`config.mk`:
```
export PLATFORM = sky130hd
export DESIGN_NAME = digital_input_conditioning
export DESIGN_NICKNAME = d
export VERILOG_FILES = /design/src/hw/din_cond_pkg.sv /design/src/hw/digital_input_conditioning.sv
export SDC_FILE = /design/constraint.sdc
export NUM_CORES = 1
export LEC_CHECK = 0
export BUFFER_PORTS_ARGS = -buffer_cell sky130_fd_sc_hd__buf_2
export CORE_MARGIN = 2
export CORE_UTILIZATION = 40
export DETAILED_ROUTE_END_ITERATION = 10
export SKIP_CTS_REPAIR_TIMING = 1
export SYNTH_ARGS = -nofsm -noshare
export SYNTH_HDL_FRONTEND = slang
export SYNTH_SLANG_ARGS = --single-unit
```
`constraint.sdc`:
```
create_clock -name ref_clk -period 4.6 [get_ports ref_clk]
set_clock_uncertainty 0.1 [all_clocks]
set_input_delay 0.92 -clock ref_clk [delete_from_list [all_inputs] [get_ports ref_clk]]
set_output_delay 0.92 -clock ref_clk [all_outputs]
set_load 0.02 [all_outputs]
```
`src/hw/din_cond_pkg.sv`:
```
// Package for the digital input conditioning block: object map, field
// positions, reset values, routing source codes and the sample timing.
package din_cond_pkg;

  localparam int NUM_IN   = 6;
  localparam int IMG_W    = 32;
  localparam int ROUTE_N  = 32;

  // Object index map of the configuration port
  localparam logic [5:0] IDX_SPEC_EN    = 6'h01;
  localparam logic [5:0] IDX_INVERT     = 6'h02;
  localparam logic [5:0] IDX_FORCE_EN   = 6'h03;
  localparam logic [5:0] IDX_FORCE_VAL  = 6'h04;
  localparam logic [5:0] IDX_RAW        = 6'h05;
  localparam logic [5:0] IDX_THRESH     = 6'h06;
  localparam logic [5:0] IDX_DIFF       = 6'h07;
  localparam logic [5:0] IDX_ROUTE_EN   = 6'h08;
  localparam logic [5:0] IDX_IMAGE      = 6'h09;
  localparam logic [5:0] IDX_ROUTE_BASE = 6'h20;

  // Image layout
  localparam int LEVEL_BASE  = 16;
  localparam int BIT_NEG_LIM = 0;
  localparam int BIT_POS_LIM = 1;
  localparam int BIT_HOME    = 2;
  localparam int BIT_ILOCK   = 3;
  localparam int NUM_SPEC    = 4;

  // Routing source codes
  localparam logic [7:0] SRC_ZERO     = 8'h00;
  localparam logic [6:0] SRC_IN_FIRST = 7'h01;
  localparam logic [6:0] SRC_IN_LAST  = 7'h10;
  localparam logic [6:0] SRC_ENC_A    = 7'h44;
  localparam logic [6:0] SRC_ENC_B    = 7'h45;
  localparam logic [6:0] SRC_ENC_IDX  = 7'h46;
  localparam int         SRC_INV_BIT  = 7;

  // Reset values
  localparam logic [31:0] RST_CFG   = 32'h0000_0000;
  localparam logic [7:0]  RST_ROUTE = 8'h00;

  // Sample period
  localparam int CLK_HZ       = 250_000_000;
  localparam int SAMPLE_US    = 1000;
  localparam int SAMPLE_CYC   = CLK_HZ / 1_000_000 * SAMPLE_US;

  typedef struct packed {
    logic        wr;
    logic        rd;
    logic [5:0]  idx;
    logic [31:0] wdata;
  } od_req_t;

endpackage

```
`src/hw/digital_input_conditioning.sv`:
```
// Digital input conditioning: sampling, forcing, inversion, special
// functions and optional routing into the 32-bit input image.
// Assumes pins are asynchronous and config arrives on ref_clk.
//
// Overview of operation
// - Special-function bits sit only in image bits 0 to 15.
// - Plain levels sit in image bits 16 to 31, channel order.
// - Negative limit of input one shows on image bit 0 when enabled.
// - Image bit 16 shows input one level whatever the enable.
// - Inputs are sampled once per millisecond; shorter pulses may vanish.
// - Inputs one to three: negative limit, positive limit/direction, home/step.
// - Threshold bit per input: 0 selects 5 V, 1 selects 24 V.
// - Differential select 1 gives three differential inputs, 0 six single.
// - Enable word bits 0..3: negative, positive, home, interlock.
// - The enable word never touches level bits 16 to 31.
// - Inversion bit 0 normally open, 1 normally closed, per input.
// - Inversion applies to levels and special functions, not step or direction.
// - Force-enable bit substitutes a software value for the sampled one.
// - Force-value bit gives the value read while forcing.
// - Raw word shows sampled levels before forcing and inversion.
// - Conditioned input one lands in bit 16; bit 0 means negative limit.
// - Routing mode drives each image bit from a chosen source.
// - Routing becomes active when routing enable is written 1.
// - Enabling routing loads the table with the previous fixed mapping.
// - Entry n picks bit n source; 00 zero, 01-10 inputs, 80 inverts.
// - Enabled interlock reading 0 raises the error state; 1 permits motion.
`timescale 1ns/1ps

module digital_input_conditioning
  import din_cond_pkg::*;
#(
  parameter int SAMPLE_CYCLES = SAMPLE_CYC
) (
  input  wire logic              ref_clk,
  input  wire logic              rst,
  input  wire logic [NUM_IN-1:0] pin_in,
  input  wire logic [2:0]        enc_in,
  input  wire od_req_t           od_req,
  output logic                   od_ack,
  output logic [31:0]            od_rdata,
  output logic [NUM_IN-1:0]      threshold_24v,
  output logic                   diff_mode,
  output logic [IMG_W-1:0]       input_image,
  output logic                   neg_limit,
  output logic                   pos_limit,
  output logic                   home_switch,
  output logic                   step_dir,
  output logic                   step_clk,
  output logic                   interlock_fault
);

  logic [NUM_IN-1:0] pin_meta;
  logic [NUM_IN-1:0] pin_sync;
  logic [2:0]        enc_meta;
  logic [2:0]        enc_sync;
  logic [31:0]       tick_cnt;
  logic              tick;
  logic [NUM_IN-1:0] raw;
  logic [31:0]       special_function_enable;
  logic [31:0]       input_invert_select;
  logic [31:0]       input_force_enable;
  logic [31:0]       input_force_value;
  logic [31:0]       input_threshold_select;
  logic              differential_mode_select;
  logic              input_routing_enable;
  logic [7:0]        input_routing_table [ROUTE_N];
  logic [NUM_IN-1:0] front;
  logic [NUM_IN-1:0] forced;
  logic [NUM_IN-1:0] level;
  logic [IMG_W-1:0]  fixed_image;
  logic [IMG_W-1:0]  routed_image;
  logic [IMG_W-1:0]  next_image;
  logic              load_default;
  logic              wr_spec_en;
  logic              wr_invert;
  logic              wr_force_en;
  logic              wr_force_val;
  logic              wr_thresh;
  logic              wr_diff;
  logic              wr_route_en;

  // Two-stage synchronisers
  always_ff @(posedge ref_clk) begin
    if (rst) begin
      pin_meta <= '0;
      pin_sync <= '0;
      enc_meta <= '0;
      enc_sync <= '0;
    end else begin
      pin_meta <= pin_in;
      pin_sync <= pin_meta;
      enc_meta <= enc_in;
      enc_sync <= enc_meta;
    end
  end

  // Millisecond sample tick
  always_ff @(posedge ref_clk) begin
    if (rst) begin
      tick_cnt <= '0;
    end else if (tick) begin
      tick_cnt <= '0;
    end else begin
      tick_cnt <= tick_cnt + 32'h0000_0001;
    end
  end

  assign tick = (tick_cnt == 32'(SAMPLE_CYCLES - 1));

  // Differential pairs: channel k is high when pin 2k+1 is high and pin 2k is low
  always_comb begin
    front = pin_sync;
    if (differential_mode_select) begin
      front = '0;
      for (int k = 0; k < NUM_IN / 2; k++) begin
        front[k] = pin_sync[2*k+1] & ~pin_sync[2*k];
      end
    end
  end

  always_ff @(posedge ref_clk) begin
    if (rst) begin
      raw <= '0;
    end else if (tick) begin
      raw <= front;
    end
  end

  // Force then invert, per input
  for (genvar i = 0; i < NUM_IN; i++) begin : g_cond
    assign forced[i] = input_force_enable[i] ? input_force_value[i] : raw[i];
    assign level[i]  = forced[i] ^ input_invert_select[i];
  end

  // Fixed assignment of the image
  always_comb begin
    fixed_image = '0;
    fixed_image[LEVEL_BASE +: NUM_IN] = level;
    fixed_image[BIT_NEG_LIM] = level[0] & special_function_enable[BIT_NEG_LIM];
    fixed_image[BIT_POS_LIM] = level[1] & special_function_enable[BIT_POS_LIM];
    fixed_image[BIT_HOME]    = level[2] & special_function_enable[BIT_HOME];
    fixed_image[BIT_ILOCK]   = 1'b0;
  end

  // Routed image, one selector per bit
  for (genvar b = 0; b < IMG_W; b++) begin : g_route
    logic [6:0] code;
    logic       src;
    assign code = input_routing_table[b][6:0];
    always_comb begin
      src = 1'b0;
      if (code >= SRC_IN_FIRST && code <= SRC_IN_LAST) begin
        for (int k = 0; k < NUM_IN; k++) begin
          if (code == 7'(k + 1)) begin
            src = level[k];
          end
        end
      end else if (code == SRC_ENC_A) begin
        src = enc_sync[0];
      end else if (code == SRC_ENC_B) begin
        src = enc_sync[1];
      end else if (code == SRC_ENC_IDX) begin
        src = enc_sync[2];
      end
    end
    if (b < NUM_SPEC) begin : g_spec
      assign routed_image[b] = (src ^ input_routing_table[b][SRC_INV_BIT])
                               & special_function_enable[b];
    end else begin : g_plain
      assign routed_image[b] = src ^ input_routing_table[b][SRC_INV_BIT];
    end
  end

  assign next_image = input_routing_enable ? routed_image : fixed_image;

  always_ff @(posedge ref_clk) begin
    if (rst) begin
      input_image <= '0;
    end else begin
      input_image <= next_image;
    end
  end

  // Configuration writes: one strobe and one register per object
  assign wr_spec_en   = od_req.wr && (od_req.idx == IDX_SPEC_EN);
  assign wr_invert    = od_req.wr && (od_req.idx == IDX_INVERT);
  assign wr_force_en  = od_req.wr && (od_req.idx == IDX_FORCE_EN);
  assign wr_force_val = od_req.wr && (od_req.idx == IDX_FORCE_VAL);
  assign wr_thresh    = od_req.wr && (od_req.idx == IDX_THRESH);
  assign wr_diff      = od_req.wr && (od_req.idx == IDX_DIFF);
  assign wr_route_en  = od_req.wr && (od_req.idx == IDX_ROUTE_EN);

  always_ff @(posedge ref_clk) begin
    if (rst) begin
      special_function_enable <= RST_CFG;
    end else if (wr_spec_en) begin
      special_function_enable <= od_req.wdata;
    end
  end

  always_ff @(posedge ref_clk) begin
    if (rst) begin
      input_invert_select <= RST_CFG;
    end else if (wr_invert) begin
      input_invert_select <= od_req.wdata;
    end
  end

  always_ff @(posedge ref_clk) begin
    if (rst) begin
      input_force_enable <= RST_CFG;
    end else if (wr_force_en) begin
      input_force_enable <= od_req.wdata;
    end
  end

  always_ff @(posedge ref_clk) begin
    if (rst) begin
      input_force_value <= RST_CFG;
    end else if (wr_force_val) begin
      input_force_value <= od_req.wdata;
    end
  end

  always_ff @(posedge ref_clk) begin
    if (rst) begin
      input_threshold_select <= RST_CFG;
    end else if (wr_thresh) begin
      input_threshold_select <= od_req.wdata;
    end
  end

  always_ff @(posedge ref_clk) begin
    if (rst) begin
      differential_mode_select <= 1'b0;
    end else if (wr_diff) begin
      differential_mode_select <= od_req.wdata[0];
    end
  end

  always_ff @(posedge ref_clk) begin
    if (rst) begin
      input_routing_enable <= 1'b0;
    end else if (wr_route_en) begin
      input_routing_enable <= od_req.wdata[0];
    end
  end

  // Defaults load only on the off-to-on step, so a repeated enable keeps user entries
  assign load_default = wr_route_en && od_req.wdata[0] && !input_routing_enable;

  // Routing table: default load reproduces the fixed mapping
  for (genvar b = 0; b < ROUTE_N; b++) begin : g_table
    localparam logic [7:0] DEF =
      (b < NUM_SPEC - 1) ? 8'(b + 1) :
      (b >= LEVEL_BASE && b < LEVEL_BASE + NUM_IN) ? 8'(b - LEVEL_BASE + 1) : SRC_ZERO;
    always_ff @(posedge ref_clk) begin
      if (rst) begin
        input_routing_table[b] <= RST_ROUTE;
      end else if (load_default) begin
        input_routing_table[b] <= DEF;
      end else if (od_req.wr && od_req.idx == IDX_ROUTE_BASE + 6'(b)) begin
        input_routing_table[b] <= od_req.wdata[7:0];
      end
    end
  end

  // Read port
  always_ff @(posedge ref_clk) begin
    if (rst) begin
      od_ack   <= 1'b0;
      od_rdata <= '0;
    end else begin
      od_ack <= od_req.rd | od_req.wr;
      if (od_req.rd) begin
        od_rdata <= '0;
        if (od_req.idx >= IDX_ROUTE_BASE) begin
          od_rdata <= {24'h00_0000, input_routing_table[5'(od_req.idx - IDX_ROUTE_BASE)]};
        end else begin
          unique case (od_req.idx)
            IDX_SPEC_EN:   od_rdata <= special_function_enable;
            IDX_INVERT:    od_rdata <= input_invert_select;
            IDX_FORCE_EN:  od_rdata <= input_force_enable;
            IDX_FORCE_VAL: od_rdata <= input_force_value;
            IDX_RAW:       od_rdata <= {26'h000_0000, raw};
            IDX_THRESH:    od_rdata <= input_threshold_select;
            IDX_DIFF:      od_rdata <= {31'h0000_0000, differential_mode_select};
            IDX_ROUTE_EN:  od_rdata <= {31'h0000_0000, input_routing_enable};
            IDX_IMAGE:     od_rdata <= input_image;
            default:       od_rdata <= '0;
          endcase
        end
      end
    end
  end

  // Front-end controls follow the configuration one cycle later
  always_ff @(posedge ref_clk) begin
    if (rst) begin
      threshold_24v <= '0;
      diff_mode     <= 1'b0;
    end else begin
      threshold_24v <= input_threshold_select[NUM_IN-1:0];
      diff_mode     <= differential_mode_select;
    end
  end

  // Switch outputs trail the image by one cycle
  always_ff @(posedge ref_clk) begin
    if (rst) begin
      neg_limit   <= 1'b0;
      pos_limit   <= 1'b0;
      home_switch <= 1'b0;
    end else begin
      neg_limit   <= input_image[BIT_NEG_LIM];
      pos_limit   <= input_image[BIT_POS_LIM];
      home_switch <= input_image[BIT_HOME];
    end
  end

  // Step and direction bypass inversion but honour forcing
  always_ff @(posedge ref_clk) begin
    if (rst) begin
      step_dir <= 1'b0;
      step_clk <= 1'b0;
    end else begin
      step_dir <= forced[1];
      step_clk <= forced[2];
    end
  end

  // Only an enabled interlock whose image bit reads 0 stops motion
  always_ff @(posedge ref_clk) begin
    if (rst) begin
      interlock_fault <= 1'b0;
    end else begin
      interlock_fault <= special_function_enable[BIT_ILOCK] & ~input_image[BIT_ILOCK];
    end
  end

endmodule // digital_input_conditioning

```
==> results of run 1 <==
-- state kept, by name, indices dropped and copies added, names as in the netlist, 32 cells and up --
signal / count
od_rdata: 32
input_routing_table: 256
input_threshold_select: 32
tick_cnt: 32
input_force_enable: 32
input_force_value: 32
special_function_enable: 32
input_image: 32
input_invert_select: 32
-- power by group --
| part | internal, mW | switching [mW] | total [mW] |
|---|---|---|---|
| clock | 2.89 | 2.06 | 4.95 |
| combinational | 0.229 | 0.445 | 0.674 |
| sequential | 5.22 | 0.124 | 5.34 |
-- metal layers --
layer	GRT usage, %	vias up	share of wire [%]
li1	-	10800	-
met5	0	-	0.012
met4	13.4	2	5.0
met3	5.92	326	11
met2	43.9	1508	46
met1	36.0	12100	39
-- cells in the mapped netlist, drive strengths merged, types with 16 or more instances --
| library cell | number |
|---|---|
| nand2 | 408 |
| edfxtp | 256 |
| dfxtp | 296 |
| nor4 | 17 |
| o21ai | 94 |
| nand2b | 43 |
| o211ai | 20 |
| nand4 | 24 |
| or3 | 18 |
| and4 | 20 |
| nor3 | 63 |
| nand3b | 61 |
| mux2i | 87 |
| xnor2 | 19 |
| clkbuf | 203 |
| a21oi | 216 |
| inv | 62 |
| a22oi | 96 |
| mux4 | 80 |
| a211o | 20 |
| nor2b | 48 |
| and2 | 254 |
| or3b | 22 |
| a21o | 16 |
| a311oi | 16 |
| nor2 | 154 |
| buf | 49 |
| a31oi | 43 |
| xor2 | 19 |
| nand3 | 56 |
-- final cells by class --
cell class,count,area share (%)
multi-input cells,2105,43.2
repair buffers,209,4.09
clock buffers,78,5.03
inverters,62,0.719
clock inverters,30,1.21
diodes,7,0.0541
well taps,950,3.67
flip-flops and latches,552,42.1
-- cells by family (layout without fill, tap and decap cells) --
kind of cell    after synthesis  in the layout  synth area share, %
simple gates               1238           1238                 22.5
other cells                   0              7                    0
flops                       552            552                 47.4
compound gates              647            647                 14.7
xor+xnor                     38             38                 1.16
fa+ha+maj                     1              1               0.0436
mux                         181            181                 9.91
buf+inv                     314            379                 4.33
-- how the worst min path moves through the flow --
stage | from | to | cells past startpoint | slack, ps
2_1_floorplan | enc_meta[0] | enc_sync[0] | 1 | 310
3_3_place_gp | enc_meta[0] | enc_sync[0] | 1 | 320
3_5_place_dp | enc_meta[0] | enc_sync[0] | 1 | 330
4_1_cts | enc_meta[0] | enc_sync[0] | 1 | 340
5_1_grt | enc_meta[0] | enc_sync[0] | 1 | 360
6_report | enc_meta[0] | enc_sync[0] | 1 | 340
-- metrics by stage --
stage               utilization, %  power, mW  std cells  area [um^2]
detailed placement            42.6       6.10       3878        30300
finish                        45.4       11.0       3993        32400
floorplan                        -       5.80       2971        28700
global route                  45.4       11.2       3986        32400
global placement              42.6       6.08       3878        30300
CTS                           45.4       11.0       3986        32400
==> out/metrics.csv, run 1 <==
metric,value,unit
insertion_delay,640,ps
hp-class,register to register,
rsz0062_at_grt,false,
cp_slowest_cell,a2111oi_0,
synth_cells,2971,
period_minus_slack,3370,ps
crit_type,input port to register,
yosysWarnings,0,
layout_common_cells,"nand2_1, dfxtp_1, edfxtp_1",
clock_sinks,552,
worst_setup_path_start_kind,input port,
post-place-ws,697,ps
p_leak,11.5,nW
clockBufferDepth,3,
drtPass1Iterations,6,
place_congestion,0.960,
core,71200,um^2
end_kind,register,
final-seq-area,13600,um^2
setup_tns,0,ps
multi_input_area,14000,um^2
min_period_over_period,73.3,%
io_buffers,128,
tightestPinTransition,1270,ps
maxSlewHeadroom,15.2,%
syn-num-nets,3023,
area_growth,12.7,%
drcViolationCount,0,
post_route_cells_drive_above_1_share,14.8,%
hold_viol_final,0,
worstPathCellList,buf_2 -> nand2b_1 -> buf_4 -> nor4_2 -> buf_4 -> a22oi_1 -> nand2_1 -> a2111oi_0 -> a211oi_1,
routed_wl,105000,um
cts_tree,built,
synth_area_leaders,"edfxtp_1, dfxtp_1, mux4_2",
r2r-start,raw[5],
die-area,73900,um^2
synth_ff_type,dfxtp_1,
numCtsBuffers,57,
cp.required,4970,ps
clk_pin_slew,60,ps
drt_iter0_drc,3088,
num_io_pins,129,
netlist-cell-type-count,74,
grt_start_max_net_pins,97,
fmax,0.297,GHz
avgSynthCellArea,9.66,um^2
crit_end,od_rdata[4],
cap_violations,0,
overflow,0,
power.density,339,nW/um^2
synth_edf_count,256,
startpoint,od_req[33],
dieHeight,272,um
crit_buf_inv,3,
cts_root_buffer,clkbuf_16,
r2r_slack,1300,ps
cpLargestDelayFamily,compound AO/OA/AOI/OAI gates,
fillerInstances,6608,
r2r_end,input_image[24],
track_usage,27.7,%
cp_max_fo,32,
yosysTopAreaCell,edfxtp_1,
ff2ff_path_depth,7,
final_nets,3039,
vias,24700,
finalMaxSlewViolations,0,
yosysTopAreaCellShare,26.8,%
cp_slowest_stage_delay,790,ps
peakVddDrop,0.000281,V
cp.arrival,3740,ps
netlist_area,28700,um^2
hpwl,71000,um
cp.depth,9,
outcome,finished clean,
initial_utilization,40.3,%
dieWidth,272,um
yosysSeqAreaShare,47.4,%
synth_seq_cells,552,
ctsHtreeMaxLevel,2,
rows,98,
whs,339,ps
fin_ws,1230,ps
grt_pass1_vias,23400,
antenna_found_initial,4,
grt_pass1_wl,154000,um
post_drt_wl_per_cell,26.4,um
ys_async_sr_fraction,0,%
ant_nets,0,
setup_viol,0,
final_common_cell,nand2_1,
viasPerCell,6.19,
crit_top_cell,buf_4,
(Power assumes the default switching activity.)
==> run 2, diff against run 1 <==
clock period = 2.76 ns   (was 4.6 ns; I/O delays follow)
==> run 2 against run 1 <==
Compared with the run above:
- first-iteration DRC count up 21%
- via count up 2.8%
- global-route usage up 1.0 points
- cell count up 4.1%
- cell area up 6.2%
- largest power group is now clock
- critical endpoint is now input_image[10]
- utilization up 2.8 points
- clock power up 85%
- die area unchanged
- worst hold slack worse by 300 ps
- non-clock buffer count up 156
- count of clock-buffer cells in the layout up 10
==> out/metrics.csv, run 2 (synthesis gave the netlist of run 1 again) <==
metric,value,unit,change
outcome,finished clean,,
final_common_cell,nand2_1,,
vias,25400,,+2.8%
post_drt_wl_per_cell,26.1,um,-1.2%
layout.cells.non_filler,4158,,+4.1%
numPlacedInstances,4033,,+4.0%
drtPass1Iterations,6,,unchanged
hp-class,input port to register,,
holdPathStages,2,,+1
peakVddDrop,0.000420,V,+49%
rows,98,,unchanged
place_congestion,0.966,,+0.58%
track_usage,28.7,%,+1.0 points
ant_nets,0,,unchanged
fillerInstances,6443,,-2.5%
dieWidth,272,um,unchanged
clk_pin_slew,60,ps,about the same
io_buffers,128,,unchanged
p_leak,12.6,nW,+9.4%
crit_type,register to register,,
grt_start_max_net_pins,187,,+93%
fmax,0.376,GHz,
grt_pass1_wl,159000,um,+3.1%
dieHeight,272,um,unchanged
cp_max_fo,9,,-72%
num_io_pins,129,,unchanged
clkPwrFrac,47.3,%,+2.1 points
initial_utilization,40.3,%,unchanged
hold_viol_final,0,,unchanged
ff2ff_path_depth,8,,+1
cts_tree,built,,
routed_wl,108000,um,+2.9%
setup_viol,0,,unchanged
ctsHtreeMaxLevel,3,,+1
hpwl,75200,um,+5.9%
power.density,563,nW/um^2,+66%
switching_share,24.1,%,+0.056 points
insertion_delay,620,ps,-20 ps
clock_sinks,552,,unchanged
cp.required,3160,ps,-1810 ps
final_nets,3204,,+5.4%
p_comb_share,6.7,%,+0.6 points
cp.arrival,3060,ps,-680 ps
die-area,73900,um^2,unchanged
p_int,14.7,mW,+76%
tightestPinTransition,1060,ps,-211 ps
period_minus_slack,2660,ps,
worst_setup_path_start_kind,register,,
grt_pass1_vias,23900,,+2.2%
rsz0062_at_grt,false,,
overflow,0,,unchanged
end_kind,register,,
cts_root_buffer,clkbuf_16,,
p_sw,4.65,mW,+77%
viasPerCell,6.11,,-1.3%
min_period_over_period,96.4,%,
largest-register,input_routing_table,,
post_route_cells_drive_above_1_share,19.1,%,+4.3 points
drcViolationCount,0,,unchanged
drt_iter0_drc,3728,,+21%
clockBufferDepth,3,,unchanged
area_growth,19.7,%,
layout_common_cells,"nand2_1, dfxtp_1, edfxtp_1",,
finalMaxSlewViolations,0,,unchanged
core,71200,um^2,unchanged
largest_reg_flops,256,,unchanged
total_power,19.3,mW,+76%
power_frac_seq,46.0,%,-2.7 points
antenna_found_initial,14,,+10
numCtsBuffers,66,,+16%
maxSlewHeadroom,29.7,%,+14 points
cap_violations,0,,unchanged
run 2: power groups by stage:
stage	clock network [mW]	logic [mW]	registers (mW)
detailed placement	0	1.26	9.06
CTS	9.27	1.27	8.88
global route	9.60	1.36	8.90
floorplan	0	0.727	8.95
finish	9.15	1.29	8.89
global placement	0	1.23	9.06
run 2: cell type report:
cell class	instances	area, um^2	share of cell area, %
multi-input combinational	2105	14000	40.6
sequential	552	13600	39.6
timing repair buffer	365	3080	8.97
clock buffer	88	1830	5.31
tap	950	1190	3.46
clock inverter	34	469	1.37
inverter	62	233	0.677
antenna	2	5.00	0.0146
run 2: through the flow:
step                TNS, ps  cell area, um^2  utilization, %  setup slack (ps)  hold slack (ps)
floorplan             -1880            28700               -             -27.1              314
global placement     -11430            32100            45.0              -314              318
detailed placement   -30990            32100            45.0              -244              326
CTS                       0            34300            48.2              72.4             14.7
global route              0            34400            48.2              14.1             36.5
finish                    0            34400            48.2               100             38.2
run 2: routing by layer:
layer | global-route usage, % | up-vias | part of all wire (%)
li1 | - | 11200 | -
met1 | 37.8 | 12400 | 39
met2 | 45.1 | 1530 | 45
met3 | 6.71 | 337 | 11
met4 | 12.5 | 12 | 4.6
met5 | 0 | - | 0.068
run 2: path summary, 6_finish.rpt:
| kind | from | end | slack, ps |
|---|---|---|---|
| worst max-delay path | input_force_enable[5] | input_image[10] | 100 |
| worst min-delay path | pin_in[5] | pin_meta[5] | 40 |
| worst max register to register | input_force_enable[5] | input_image[10] | 100 |
| worst min register to register | pin_meta[2] | pin_sync[2] | 340 |
run 2: worst max-delay path: stages (launching register included):
cell and delay [ps]:
dfxtp_1 390, mux2i_1 370, buf_4 200, xnor2_2 170, buf_12 190, o21ai_0 120, o311ai_1 420, and4_1 250
o21a_1 300
